==> src/design/sdmb_pkg.sv <==
// sdmb_pkg: constants, command codes, mode layout and bus carriers
// for the dram mode and burst control block.
// assumes a single 10 MHz system clock.
package sdmb_pkg;
  localparam int CLK_PERIOD_NS = 100;
  // write recovery time in ns
  localparam int WRITE_RECOVERY_NS = 15;
  localparam int WR_CYC_RAW =
    (WRITE_RECOVERY_NS + CLK_PERIOD_NS - 1) / CLK_PERIOD_NS;
  localparam int WR_CYC = (WR_CYC_RAW < 1) ? 1 : WR_CYC_RAW;

  localparam int NUM_BANKS = 4;
  localparam int NUM_BYTES = 4;
  localparam int COL_W = 8;
  localparam int IDX_W = 9;
  localparam int CNT_W = 4;
  localparam int AP_BIT = 10;

  // {ras_n, cas_n, we_n}
  localparam logic [2:0] CMD_MODE = 3'h0;
  localparam logic [2:0] CMD_PRE = 3'h2;
  localparam logic [2:0] CMD_WR = 3'h4;
  localparam logic [2:0] CMD_RD = 3'h5;
  localparam logic [2:0] CMD_STOP = 3'h6;

  localparam logic [2:0] BL_1 = 3'h0;
  localparam logic [2:0] BL_2 = 3'h1;
  localparam logic [2:0] BL_4 = 3'h2;
  localparam logic [2:0] BL_8 = 3'h3;
  localparam logic [2:0] BL_FULL = 3'h7;
  localparam logic [8:0] LEN_1 = 9'h001;
  localparam logic [8:0] LEN_2 = 9'h002;
  localparam logic [8:0] LEN_4 = 9'h004;
  localparam logic [8:0] LEN_8 = 9'h008;
  localparam logic [8:0] LEN_PAGE = 9'h100;
  localparam logic [2:0] CL_2 = 3'h2;
  localparam logic [2:0] CL_3 = 3'h3;

  // register map (byte addresses)
  localparam int AXI_AW = 4;
  localparam logic [3:0] REG_CTRL = 4'h0;
  localparam logic [3:0] REG_STATUS = 4'h4;
  localparam logic [3:0] REG_RECOV = 4'h8;
  localparam logic [31:0] CTRL_RESET = 32'h0000_0001;
  localparam logic [31:0] CTRL_MASK = 32'h0000_0001;
  localparam int CTRL_DEC_EN = 0;
  localparam int ST_LOADED = 16;
  localparam int ST_ACTIVE = 17;
  localparam int ST_READ = 18;
  localparam int ST_AP = 19;
  localparam logic [1:0] RESP_OK = 2'h0;
  localparam logic [1:0] RESP_SLVERR = 2'h2;

  typedef enum {OP_NONE, OP_MODE, OP_RD, OP_WR, OP_STOP, OP_PRE} sdmb_op_t;
  typedef enum {ST_IDLE, ST_RDB, ST_WRB} sdmb_state_t;

  typedef struct packed {
    logic cs_n;
    logic ras_n;
    logic cas_n;
    logic we_n;
    logic [1:0] bank_select;
    logic [10:0] addr;
  } sdmb_cmd_t;

  typedef struct packed {
    logic [2:0] reserved_bits;
    logic write_burst_length_select;
    logic [1:0] test_mode;
    logic [2:0] latency;
    logic burst_order_select;
    logic [2:0] burst_length;
  } sdmb_mode_t;

  typedef struct packed {
    logic awvalid;
    logic [3:0] awaddr;
    logic wvalid;
    logic [31:0] wdata;
    logic [3:0] wstrb;
    logic bready;
    logic arvalid;
    logic [3:0] araddr;
    logic rready;
  } sdmb_axi_req_t;

  typedef struct packed {
    logic awready;
    logic wready;
    logic bvalid;
    logic [1:0] bresp;
    logic arready;
    logic rvalid;
    logic [31:0] rdata;
    logic [1:0] rresp;
  } sdmb_axi_rsp_t;
endpackage

==> src/design/sdmb_axil.sv <==
// sdmb_axil: axi4-lite slave with control, status and recovery words.
// assumes one write and one read at most in flight from the master.
`timescale 1ns/100ps
module sdmb_axil (
  input wire logic clk_sys,
  input wire logic rst_b,
  input wire sdmb_pkg::sdmb_axi_req_t axi_req,
  output sdmb_pkg::sdmb_axi_rsp_t axi_rsp,
  output logic [31:0] ctrl_word,
  input wire logic [31:0] status_word,
  input wire logic [31:0] recov_word
);
  import sdmb_pkg::*;

  logic aw_held, w_held, bvalid, rvalid;
  logic next_aw_held, next_w_held, next_bvalid, next_rvalid;
  logic [AXI_AW-1:0] aw_addr, next_aw_addr;
  logic [31:0] w_data, next_w_data, rdata, next_rdata, next_ctrl_word;
  logic [3:0] w_strb, next_w_strb;
  logic [1:0] bresp, next_bresp, rresp, next_rresp;

  function automatic logic [AXI_AW-1:0] word_of(input logic [AXI_AW-1:0] a);
    word_of = {a[AXI_AW-1:2], 2'h0};
  endfunction

  always_comb begin
    next_aw_held = aw_held;
    next_w_held = w_held;
    next_aw_addr = aw_addr;
    next_w_data = w_data;
    next_w_strb = w_strb;
    next_bvalid = bvalid;
    next_bresp = bresp;
    next_ctrl_word = ctrl_word;
    next_rvalid = rvalid;
    next_rdata = rdata;
    next_rresp = rresp;
    if (bvalid && axi_req.bready) next_bvalid = 1'b0;
    if (axi_req.awvalid && !aw_held && !bvalid) begin
      next_aw_held = 1'b1;
      next_aw_addr = axi_req.awaddr;
    end
    if (axi_req.wvalid && !w_held && !bvalid) begin
      next_w_held = 1'b1;
      next_w_data = axi_req.wdata;
      next_w_strb = axi_req.wstrb;
    end
    if (next_aw_held && next_w_held) begin
      next_aw_held = 1'b0;
      next_w_held = 1'b0;
      next_bvalid = 1'b1;
      next_bresp = RESP_OK;
      case (word_of(next_aw_addr))
        REG_CTRL: begin
          if (next_w_strb[0]) next_ctrl_word = next_w_data & CTRL_MASK;
        end
        REG_STATUS, REG_RECOV: ;
        default: next_bresp = RESP_SLVERR;
      endcase
    end
    if (rvalid && axi_req.rready) next_rvalid = 1'b0;
    if (axi_req.arvalid && !rvalid) begin
      next_rvalid = 1'b1;
      next_rresp = RESP_OK;
      case (word_of(axi_req.araddr))
        REG_CTRL: next_rdata = ctrl_word;
        REG_STATUS: next_rdata = status_word;
        REG_RECOV: next_rdata = recov_word;
        default: begin
          next_rdata = '0;
          next_rresp = RESP_SLVERR;
        end
      endcase
    end
  end

  always_ff @(posedge clk_sys or negedge rst_b) begin
    if (!rst_b) begin
      aw_held <= 1'b0;
      w_held <= 1'b0;
      aw_addr <= '0;
      w_data <= '0;
      w_strb <= '0;
      bvalid <= 1'b0;
      bresp <= RESP_OK;
      ctrl_word <= CTRL_RESET;
      rvalid <= 1'b0;
      rdata <= '0;
      rresp <= RESP_OK;
    end else begin
      aw_held <= next_aw_held;
      w_held <= next_w_held;
      aw_addr <= next_aw_addr;
      w_data <= next_w_data;
      w_strb <= next_w_strb;
      bvalid <= next_bvalid;
      bresp <= next_bresp;
      ctrl_word <= next_ctrl_word;
      rvalid <= next_rvalid;
      rdata <= next_rdata;
      rresp <= next_rresp;
    end
  end

  assign axi_rsp.awready = !aw_held && !bvalid;
  assign axi_rsp.wready = !w_held && !bvalid;
  assign axi_rsp.bvalid = bvalid;
  assign axi_rsp.bresp = bresp;
  assign axi_rsp.arready = !rvalid;
  assign axi_rsp.rvalid = rvalid;
  assign axi_rsp.rdata = rdata;
  assign axi_rsp.rresp = rresp;
endmodule

==> src/design/sdmb_ctrl.sv <==
// sdmb_ctrl: command decode, mode register, burst column sequencing
// and bank precharge timing, including concurrent auto precharge.
// assumes commands and byte masks are synchronous to clk_sys.
`timescale 1ns/100ps
// Contract
// - other-bank access accepted during auto precharge
// - read cuts auto-precharged read, precharge now
// - write cuts auto-precharged read, precharge now
// - read cuts auto-precharged write, recovery then precharge
// - write cuts auto-precharged write, recovery then precharge
// - mode set loads bank select and address
// - mode write completes in one cycle
// - low mode bits select burst length
// - mode bit three selects address order
// - sequential order wraps within 256 columns
// - interleaved order inverts start bits by index
// - latency field sets read data delay
// - write burst select makes single-word writes
// - no-operation registers no command
// - burst stop ends non-auto-precharge bursts
// - deselect ignores all command inputs
module sdmb_ctrl #(
  parameter int WR_CYCLES = sdmb_pkg::WR_CYC
) (
  input wire logic clk_sys,
  input wire logic rst_b,
  input wire sdmb_pkg::sdmb_cmd_t cmd,
  input wire logic [3:0] dqm,
  input wire sdmb_pkg::sdmb_axi_req_t axi_req,
  output sdmb_pkg::sdmb_axi_rsp_t axi_rsp,
  output sdmb_pkg::sdmb_mode_t mode,
  output logic mode_loaded,
  output logic [7:0] col_addr,
  output logic [1:0] col_bank,
  output logic col_rd,
  output logic col_wr,
  output logic [3:0] wr_byte_en,
  output logic rd_data_valid,
  output logic [3:0] rd_byte_en,
  output logic [3:0] precharge_start
);
  import sdmb_pkg::*;

  if (WR_CYCLES < 1 || WR_CYCLES >= (1 << CNT_W)) begin : g_bad_wr
    $error("WR_CYCLES out of range");
  end

  localparam logic [CNT_W-1:0] CNT_ONE = CNT_W'(1);
  localparam logic [CNT_W-1:0] REC_FULL = CNT_W'(WR_CYCLES);
  localparam logic [CNT_W-1:0] REC_LESS = CNT_W'(WR_CYCLES - 1);
  localparam logic [NUM_BANKS-1:0] BANK_ONE = NUM_BANKS'(1);

  sdmb_state_t state, next_state;
  sdmb_op_t op;
  sdmb_mode_t next_mode;
  logic [1:0] b_bank, next_bank, next_col_bank;
  logic [COL_W-1:0] b_start, next_start, next_col_addr;
  logic [IDX_W-1:0] b_idx, next_idx, b_len, next_len, bl_len;
  logic b_full, next_full, b_ap, next_ap, cont_ok;
  logic next_col_rd, next_col_wr, col_cont, next_cont, next_loaded;
  logic [NUM_BYTES-1:0] next_wr_be, dqm_d1;
  logic [NUM_BANKS-1:0] next_pre, pre_banks;
  logic [NUM_BANKS-1:0][CNT_W-1:0] rec_cnt, next_rec;
  logic rd_pipe0;
  logic [31:0] ctrl_word, status_word, recov_word;

  function automatic sdmb_op_t decode_op(input sdmb_cmd_t c, input logic en);
    decode_op = OP_NONE;
    if (en && !c.cs_n) begin
      case ({c.ras_n, c.cas_n, c.we_n})
        CMD_MODE: decode_op = OP_MODE;
        CMD_PRE: decode_op = OP_PRE;
        CMD_WR: decode_op = OP_WR;
        CMD_RD: decode_op = OP_RD;
        CMD_STOP: decode_op = OP_STOP;
        default: decode_op = OP_NONE;
      endcase
    end
  endfunction

  function automatic logic [IDX_W-1:0] len_of(input logic [2:0] code);
    case (code)
      BL_2: len_of = LEN_2;
      BL_4: len_of = LEN_4;
      BL_8: len_of = LEN_8;
      BL_FULL: len_of = LEN_PAGE;
      default: len_of = LEN_1;
    endcase
  endfunction

  function automatic logic [COL_W-1:0] col_of(input logic [COL_W-1:0] s,
      input logic [IDX_W-1:0] k, input logic il);
    if (il) col_of = s ^ k[COL_W-1:0];
    else col_of = COL_W'(s + k[COL_W-1:0]);
  endfunction

  sdmb_axil u_axil (
    .clk_sys(clk_sys),
    .rst_b(rst_b),
    .axi_req(axi_req),
    .axi_rsp(axi_rsp),
    .ctrl_word(ctrl_word),
    .status_word(status_word),
    .recov_word(recov_word)
  );

  assign op = decode_op(cmd, ctrl_word[CTRL_DEC_EN]);
  assign bl_len = len_of(mode.burst_length);
  assign cont_ok = (state != ST_IDLE) && (b_full || (b_idx + LEN_1) != b_len);
  assign pre_banks = cmd.addr[AP_BIT] ? '1 : (BANK_ONE << cmd.bank_select);

  always_comb begin
    status_word = '0;
    status_word[$bits(sdmb_mode_t)-1:0] = mode;
    status_word[ST_LOADED] = mode_loaded;
    status_word[ST_ACTIVE] = state != ST_IDLE;
    status_word[ST_READ] = state == ST_RDB;
    status_word[ST_AP] = b_ap;
    recov_word = '0;
    for (int b = 0; b < NUM_BANKS; b++) recov_word[b] = rec_cnt[b] != '0;
  end

  always_comb begin
    next_state = state;
    next_bank = b_bank;
    next_start = b_start;
    next_idx = b_idx;
    next_len = b_len;
    next_full = b_full;
    next_ap = b_ap;
    next_col_addr = col_addr;
    next_col_bank = col_bank;
    next_col_rd = 1'b0;
    next_col_wr = 1'b0;
    next_cont = 1'b0;
    next_wr_be = ~dqm;
    next_mode = mode;
    next_loaded = mode_loaded;
    next_pre = '0;
    for (int b = 0; b < NUM_BANKS; b++) begin
      next_rec[b] = rec_cnt[b];
      if (rec_cnt[b] != '0) begin
        next_rec[b] = rec_cnt[b] - CNT_ONE;
        if (rec_cnt[b] == CNT_ONE) next_pre[b] = 1'b1;
      end
    end
    if (cont_ok) begin
      next_idx = b_full ? {1'b0, b_idx[COL_W-1:0] + 8'h01} : b_idx + LEN_1;
      next_col_addr = col_of(b_start, next_idx,
          mode.burst_order_select && !b_full);
      next_col_rd = state == ST_RDB;
      next_col_wr = state == ST_WRB;
      next_cont = 1'b1;
    end else if (state != ST_IDLE) begin
      next_state = ST_IDLE;
      if (b_ap) begin
        if (state == ST_RDB || WR_CYCLES == 1) next_pre[b_bank] = 1'b1;
        else next_rec[b_bank] = REC_LESS;
      end
    end
    case (op)
      OP_MODE: begin
        next_mode = {cmd.bank_select, cmd.addr};
        next_loaded = 1'b1;
      end
      OP_RD, OP_WR: begin
        if (cont_ok && b_ap && cmd.bank_select != b_bank) begin
          if (state == ST_RDB) next_pre[b_bank] = 1'b1;
          else next_rec[b_bank] = REC_FULL;
        end
        next_state = (op == OP_RD) ? ST_RDB : ST_WRB;
        next_bank = cmd.bank_select;
        next_start = cmd.addr[COL_W-1:0];
        next_idx = '0;
        next_ap = cmd.addr[AP_BIT];
        next_full = mode.burst_length == BL_FULL;
        next_len = bl_len;
        if (op == OP_WR && mode.write_burst_length_select) begin
          next_full = 1'b0;
          next_len = LEN_1;
        end
        next_col_addr = cmd.addr[COL_W-1:0];
        next_col_bank = cmd.bank_select;
        next_col_rd = op == OP_RD;
        next_col_wr = op == OP_WR;
        next_cont = 1'b0;
      end
      OP_STOP: begin
        if (state != ST_IDLE && !b_ap) begin
          next_state = ST_IDLE;
          next_col_rd = 1'b0;
          next_col_wr = 1'b0;
          next_cont = 1'b0;
        end
      end
      OP_PRE: begin
        next_pre = next_pre | pre_banks;
        if (state != ST_IDLE && !b_ap && pre_banks[b_bank]) begin
          next_state = ST_IDLE;
          next_col_rd = 1'b0;
          next_col_wr = 1'b0;
          next_cont = 1'b0;
        end
      end
      default: ;
    endcase
  end

  always_ff @(posedge clk_sys or negedge rst_b) begin
    if (!rst_b) begin
      state <= ST_IDLE;
      b_bank <= '0;
      b_start <= '0;
      b_idx <= '0;
      b_len <= '0;
      b_full <= 1'b0;
      b_ap <= 1'b0;
      col_addr <= '0;
      col_bank <= '0;
      col_rd <= 1'b0;
      col_wr <= 1'b0;
      col_cont <= 1'b0;
      wr_byte_en <= '0;
      mode <= '0;
      mode_loaded <= 1'b0;
      precharge_start <= '0;
      rec_cnt <= '0;
    end else begin
      state <= next_state;
      b_bank <= next_bank;
      b_start <= next_start;
      b_idx <= next_idx;
      b_len <= next_len;
      b_full <= next_full;
      b_ap <= next_ap;
      col_addr <= next_col_addr;
      col_bank <= next_col_bank;
      col_rd <= next_col_rd;
      col_wr <= next_col_wr;
      col_cont <= next_cont;
      wr_byte_en <= next_wr_be;
      mode <= next_mode;
      mode_loaded <= next_loaded;
      precharge_start <= next_pre;
      rec_cnt <= next_rec;
    end
  end

  // read data timing; output enables follow the mask two clocks late
  always_ff @(posedge clk_sys or negedge rst_b) begin
    if (!rst_b) begin
      rd_pipe0 <= 1'b0;
      rd_data_valid <= 1'b0;
      dqm_d1 <= '0;
      rd_byte_en <= '0;
    end else begin
      rd_pipe0 <= col_rd;
      rd_data_valid <= (mode.latency == CL_2) ? col_rd : rd_pipe0;
      dqm_d1 <= dqm;
      rd_byte_en <= ~dqm_d1;
    end
  end
endmodule

==> config.mk <==
export PLATFORM = sky130hd
export DESIGN_NAME = sdmb_ctrl
export DESIGN_NICKNAME = d
export VERILOG_FILES = /design/src/design/sdmb_pkg.sv /design/src/design/sdmb_axil.sv /design/src/design/sdmb_ctrl.sv
export SDC_FILE = /design/constraint.sdc
export NUM_CORES = 1
export LEC_CHECK = 0
export BUFFER_PORTS_ARGS = -buffer_cell sky130_fd_sc_hd__buf_2
export CAP_MARGIN = 10
export CORE_AREA = 8 8 124 126
export CTS_BUF_LIST = sky130_fd_sc_hd__clkbuf_8
export DETAILED_ROUTE_END_ITERATION = 16
export DIE_AREA = 0 0 132 134
export GPL_ROUTABILITY_DRIVEN = 0
export PLACE_DENSITY = 0.77
export SKIP_LAST_GASP = 1
export SYNTH_ARGS = -nofsm -noshare
export SYNTH_HDL_FRONTEND = slang
export SYNTH_SLANG_ARGS = --single-unit
==> constraint.sdc <==
create_clock -name clk_sys -period 2.15 [get_ports clk_sys]
set_input_delay 0.1075 -clock clk_sys [delete_from_list [all_inputs] [get_ports clk_sys]]
set_output_delay 0.1075 -clock clk_sys [all_outputs]
set_load 0.01 [all_outputs]
== Word level (Yosys, flattened, before mapping) ==
Cells that the tools add are included.
Word-level totals
  register bits after elaboration: 167
  input port bits: 72
Operators by class
  $add $sub $neg: 7
  $lt $le $gt $ge: 2
  equal/unequal tests: 28
  shift operators: 1
  mux-type cells: 68
  bitwise gates (word level): 9
  reduce and logical (&&, ||, !) cells: 42
Operators by type and width (count)
  32-bit by 3-bit equality test with 1-bit output (second input constant): 5
  32-bit two-way mux: 4
  32-bit by 2-bit equality test with 1-bit output (second input constant): 3
  32-bit case mux with 3 select lines: 1
  20-bit case mux with 3 select lines: 1
  16-bit two-way mux: 3
  4-bit two-way mux: 12
  9-bit two-way mux: 4
  9-bit case mux with 4 select lines: 1
  32-bit by 1-bit equality test with 1-bit output (second input constant): 1
  32-bit nonzero test: 1
  1-bit two-way mux: 28
  8-bit two-way mux: 3
  1-bit logical AND: 19
  4-bit by 1-bit equality test with 1-bit output (second input constant): 4
  4-bit OR: 4
  4-bit nonzero test: 4
  4-bit by 1-bit subtractor with 4-bit output (second input constant): 4
  3-bit case mux with 5 select lines: 1
  12-bit AND: 1
  3-bit by 2-bit equality test with 1-bit output (second input constant): 4
  3-bit equality test (second input constant): 4
  12-bit NOT: 1
  9-bit by 1-bit adder with 9-bit output (second input constant): 1
  27 further kinds: 43

== Logic depth before layout (Yosys ltp) ==
  word-level depth: 12
  gate-level depth with buffers: 10
  depth with buffers taken out: 10

== By module ==
Synthesis repeated with hierarchy kept, for this count alone.
Unflattened totals
  cell total of the unflattened synthesis: 750
  area total of the unflattened synthesis: 7638.6 µm²
Modules (own cells, without submodules)
  sdmb_ctrl: times used 1, cells each 526, area an instance 5486.5 µm², seq. area each 2877.8 µm²
  sdmb_axil: times used 1, cells each 224, area an instance 2152.1 µm², seq. area each 1077.3 µm²

== Least setup slack after synthesis ==
No wires, ideal clock.
  path kind: flip-flop to flip-flop
  from: reg b_idx[0]
  to: reg col_addr[0]
  data arrival time: 2.259 ns
  data required time: 2.018 ns
  slack: -0.241 ns
  stages on the path, launching flop included: 11
  buffers on the path: 1
  clock period less this slack: 2.391 ns
  cell sequence: dfrtp_1 ha_1 nand3_1 nor2_1 xor2_1 ha_1 nand4b_1 o31ai_4 buf_6 mux2i_1 o21ai_1
Between the ends
  word-level cells in the longest chain between the ends: 6
  elaborated cells on any way between the ends: 12
Ends and longest elaborated chain
  start: declaration: line sdmb_ctrl.sv:58  | logic [IDX_W-1:0] b_idx, next_idx, b_len, next_len, bl_len;
  start signal: assignment: line sdmb_ctrl.sv:232  | b_idx <= next_idx;
  9-bit by 1-bit adder with 9-bit output / 8-bit by 1-bit adder with 8-bit output (equally long branches): line sdmb_ctrl.sv:109, sdmb_ctrl.sv:148
  9-bit two-way mux: line sdmb_ctrl.sv:148  | next_idx = b_full ? {1'b0, b_idx[COL_W-1:0] + 8'h01} : b_idx + LEN_1;
  8-bit adder / 8-bit XOR (equally long branches): line sdmb_ctrl.sv:94, sdmb_ctrl.sv:93
  8-bit two-way mux: line sdmb_ctrl.sv:93  | if (il) col_of = s ^ k[COL_W-1:0];
  8-bit two-way mux: line sdmb_ctrl.sv:147  | if (cont_ok) begin
  8-bit two-way mux: line sdmb_ctrl.sv:161  | case (op)
  end signal: assignment: line sdmb_ctrl.sv:236  | col_addr <= next_col_addr;
  end: declaration: line sdmb_ctrl.sv:33  | output logic [7:0] col_addr,
Several ways; a longest one is shown, not always the timed one. The select of a mux whose other input is x is not followed.
A chain may end at the register's enable or synchronous reset.

== Worst setup path in the final report ==
  from: reg b_idx[1]
  to: reg col_addr[4]
The elaborated chain is that of the path after synthesis.

==> impl_metrics.ini <==
[outcome]
status = complete, but fails checks
violations = setup timing

[sta]
final-setup-viol-count = 71
max_freq_mhz = 418
finalSetupTns_ps = -13270
worst_pin_slew_ps = 507
period_minus_slack_ps = 2390
skew_ps = 11.4
rsz0062_at_grt = true
hold_viol = 0
fin_crit_sh_pct = 111
slew_headroom_pct = 66.1
slew_violations = 0
fin_ws_ps = -242

[power_and_ir_drop]
p_sw_share_pct = 38.4
internal_power_mw = 7.28
power_frac_clock_pct = 19.3
seq_power_share_pct = 35.5
power_leakage_nw = 4.18
combPwrFrac_pct = 45.2
p_sw_mw = 4.54
vdd_drop_max_mv = 0.689
power_density_mw_per_mm2 = 1390

[route]
ant_nets = 0
wl_um = 17800
routedWlPerCell_um = 18.2
wl_met1_um = 7150
dr.pass1.iters = 6
maxUsedRoutingLayer = met4
wl_met3_um = 1220
drc = 0
viasPerCell = 5.47
drt_iter0_drc = 437
vias = 5364
dr_wl_met2_um = 8960

[die]
io_pins = 152
coreArea_sq_mm = 0.0135
dieHeight_um = 134
dieArea_sq_mm = 0.0177
die_x_um = 132
rows = 43
start_util_pct = 49.1

[global_route]
grt_pass1_wl_um = 29100
grt_overflow = 0
grt_pass1_vias = 5659
antenna_found_initial = 0
grt_max_degree = 51
grt_use_total_pct = 20.5

[layout]
drive_above_1_share_pct = 31.9
utilization_pct = 63.2
num-nets-final = 876
synthToLayoutAreaGrowth_pct = 28.6

[min_path]
min_to = u_axil.w_held
min_from = axi_req[48]
hold_class = input port to flop
min_path_cells = 3

[critical_path]
rrSetupSlack_ps = -240
worst-setup-path-type = flop to flop
r2r-end = col_addr[4]
ff2ff_path_depth = 10
cp-end-kind = flop
worst-endpoint-required_ps = 2480
critPathMaxFanout = 14
startpoint_type = flop
regToRegStartpoint = b_idx[1]
arrival_ps = 2720

[cts]
clk_latency_ps = 460
root_buffer = clkbuf_8
clock_path_buffers = 2
cts_buffers = 17
clock-sinks = 143
path_clk_slew_ps = 80
cts_tree = built
htreeDepth = 4

[run]
maxCapViolCount = 0

[logic_synthesis]
synthArstFlopShare_pct = 100
synth_area_sq_mm = 0.00663
yosysSeqAreaShare_pct = 54.0
yosysMostFrequentCell = dfrtp_1
synth_cell_types = 63
synth_flop_cell = dfrtp_1
ys.warnings.count = 0
synth_top_area_cell = dfrtp_1
syn_inst = 616
ys_ff_latch = 143
synth_edf_count = 0
syn_avg_cell_area_sq_um = 10.8
yosys-top-cells-count = dfrtp_1 (142), nand2_1 (55), nor2_1 (33)
synth.top_cell.area_share_pct = 53.6
yosys-top-cells-area = dfrtp_1 (54%), mux2_2 (3.2%), ha_1 (3.2%)

[place]
numPortBuffers = 96
pre_cts_slack_ps = -223
dp_hpwl_um = 12200
## placed cells by master (no fill, tap or decap), types with 4 or more instances in the layout
cell type,instances
xor2_1,6
buf_2,95
a21oi_2,6
mux2_2,19
inv_1,30
nor3_1,12
buf_4,48
nand4_1,4
nor4_2,5
mux2i_1,7
nor4_1,4
nor2_1,32
nand3_1,9
a21oi_1,21
o21ai_0,24
clkbuf_8,20
a22o_1,14
conb_1,17
ha_1,14
dfrtp_1,142
nand3b_1,7
and2_1,32
nand2_1,55
o21a_1,4
o21ai_1,6
nor2b_1,8
xnor2_1,14
nand2b_1,12
dlygate4sd3_1,28
nor3_2,4
or3_1,9
a31oi_1,4
o31ai_2,4
## layout make-up
type	instances	area, sq um
fill	1023	4970
sequential	143	3580
multi-input combinational	418	2970
timing repair buffer	177	1210
clock buffer	20	275
tap	180	225
clock inverter	12	158
inverter	29	109
antenna	1	2.50
## metrics by stage
stage          hold slack (ps)  cell area (sq um)  std cells  total power, mW
2_1_floorplan             -188               6730        632             7.21
3_3_place_gp              70.7               7540        909             8.67
3_5_place_dp              82.5               7540        909             8.98
4_1_cts                   35.1               8430        975             11.6
5_1_grt                   42.1               8530        979             12.6
6_report                  51.4               8530        980             11.8
## per-layer routing
| metal | vias to the layer above | track usage (%) |
|---|---|---|
| met4 | 0 | 9.06 |
| met1 | 2666 | 24.1 |
| li1 | 2449 | - |
| met5 | - | 0 |
| met2 | 209 | 34.8 |
| met3 | 40 | 5.09 |
## how the worst max path moves through the flow
stage | endpoint | slack [ps] | startpoint | cells after the start
after floorplan | col_addr[0] | -50 | b_idx[0] | 10
after global placement | col_addr[6] | -150 | b_idx[0] | 10
after detailed placement | col_addr[6] | -220 | b_idx[0] | 10
after CTS | col_addr[6] | -150 | b_idx[0] | 10
after global routing | col_addr[4] | -360 | b_idx[1] | 10
final | col_addr[4] | -240 | b_idx[1] | 10
## cell families after synthesis
family | after synthesis | share of synthesized area, %
muxes | 27 | 4.43
other | 1 | 0.0565
DFF | 143 | 54.0
AOI/OAI and AO/OA | 112 | 11.4
xor gates and xnor gates | 23 | 3.04
and+or+nand+nor | 221 | 17.8
buffers and inverters | 71 | 5.79
adders and majority gates | 18 | 3.51
## worst max-delay path, stage by stage (launching register included)
cell      delay [ps]
dfrtp_1          430
ha_4             200
nand3_4          110
nor2_4           140
xor2_1            90
ha_1             270
nand4b_1         180
o31ai_4          300
buf_12           190
mux2i_2          260
o21ai_1           80
## registers in the layout, summed over array words and instances (netlist names), 8 cells and up
signal        count
b_start           8
b_idx             9
rec_cnt          16
u_axil.rdata     17
mode             13
col_addr          8
state            32
## what timing repair did
action                                  CTS  global route
buffers inserted                          6             4
pin swaps                                 6             5
hold buffers                             28             0
gates resized for setup                  23            15
endpoints found under the setup margin   70            72
endpoints found under the hold margin   121             0
## power by group through the flow
stage,Sequential [mW],Clock [mW],Combinational (mW)
2_1_floorplan,4.18,0,3.04
3_3_place_gp,4.13,0,4.53
3_5_place_dp,4.20,0,4.78
4_1_cts,4.17,2.32,5.11
5_1_grt,4.29,2.43,5.84
6_report,4.20,2.28,5.35
(Power assumes the default switching activity.)
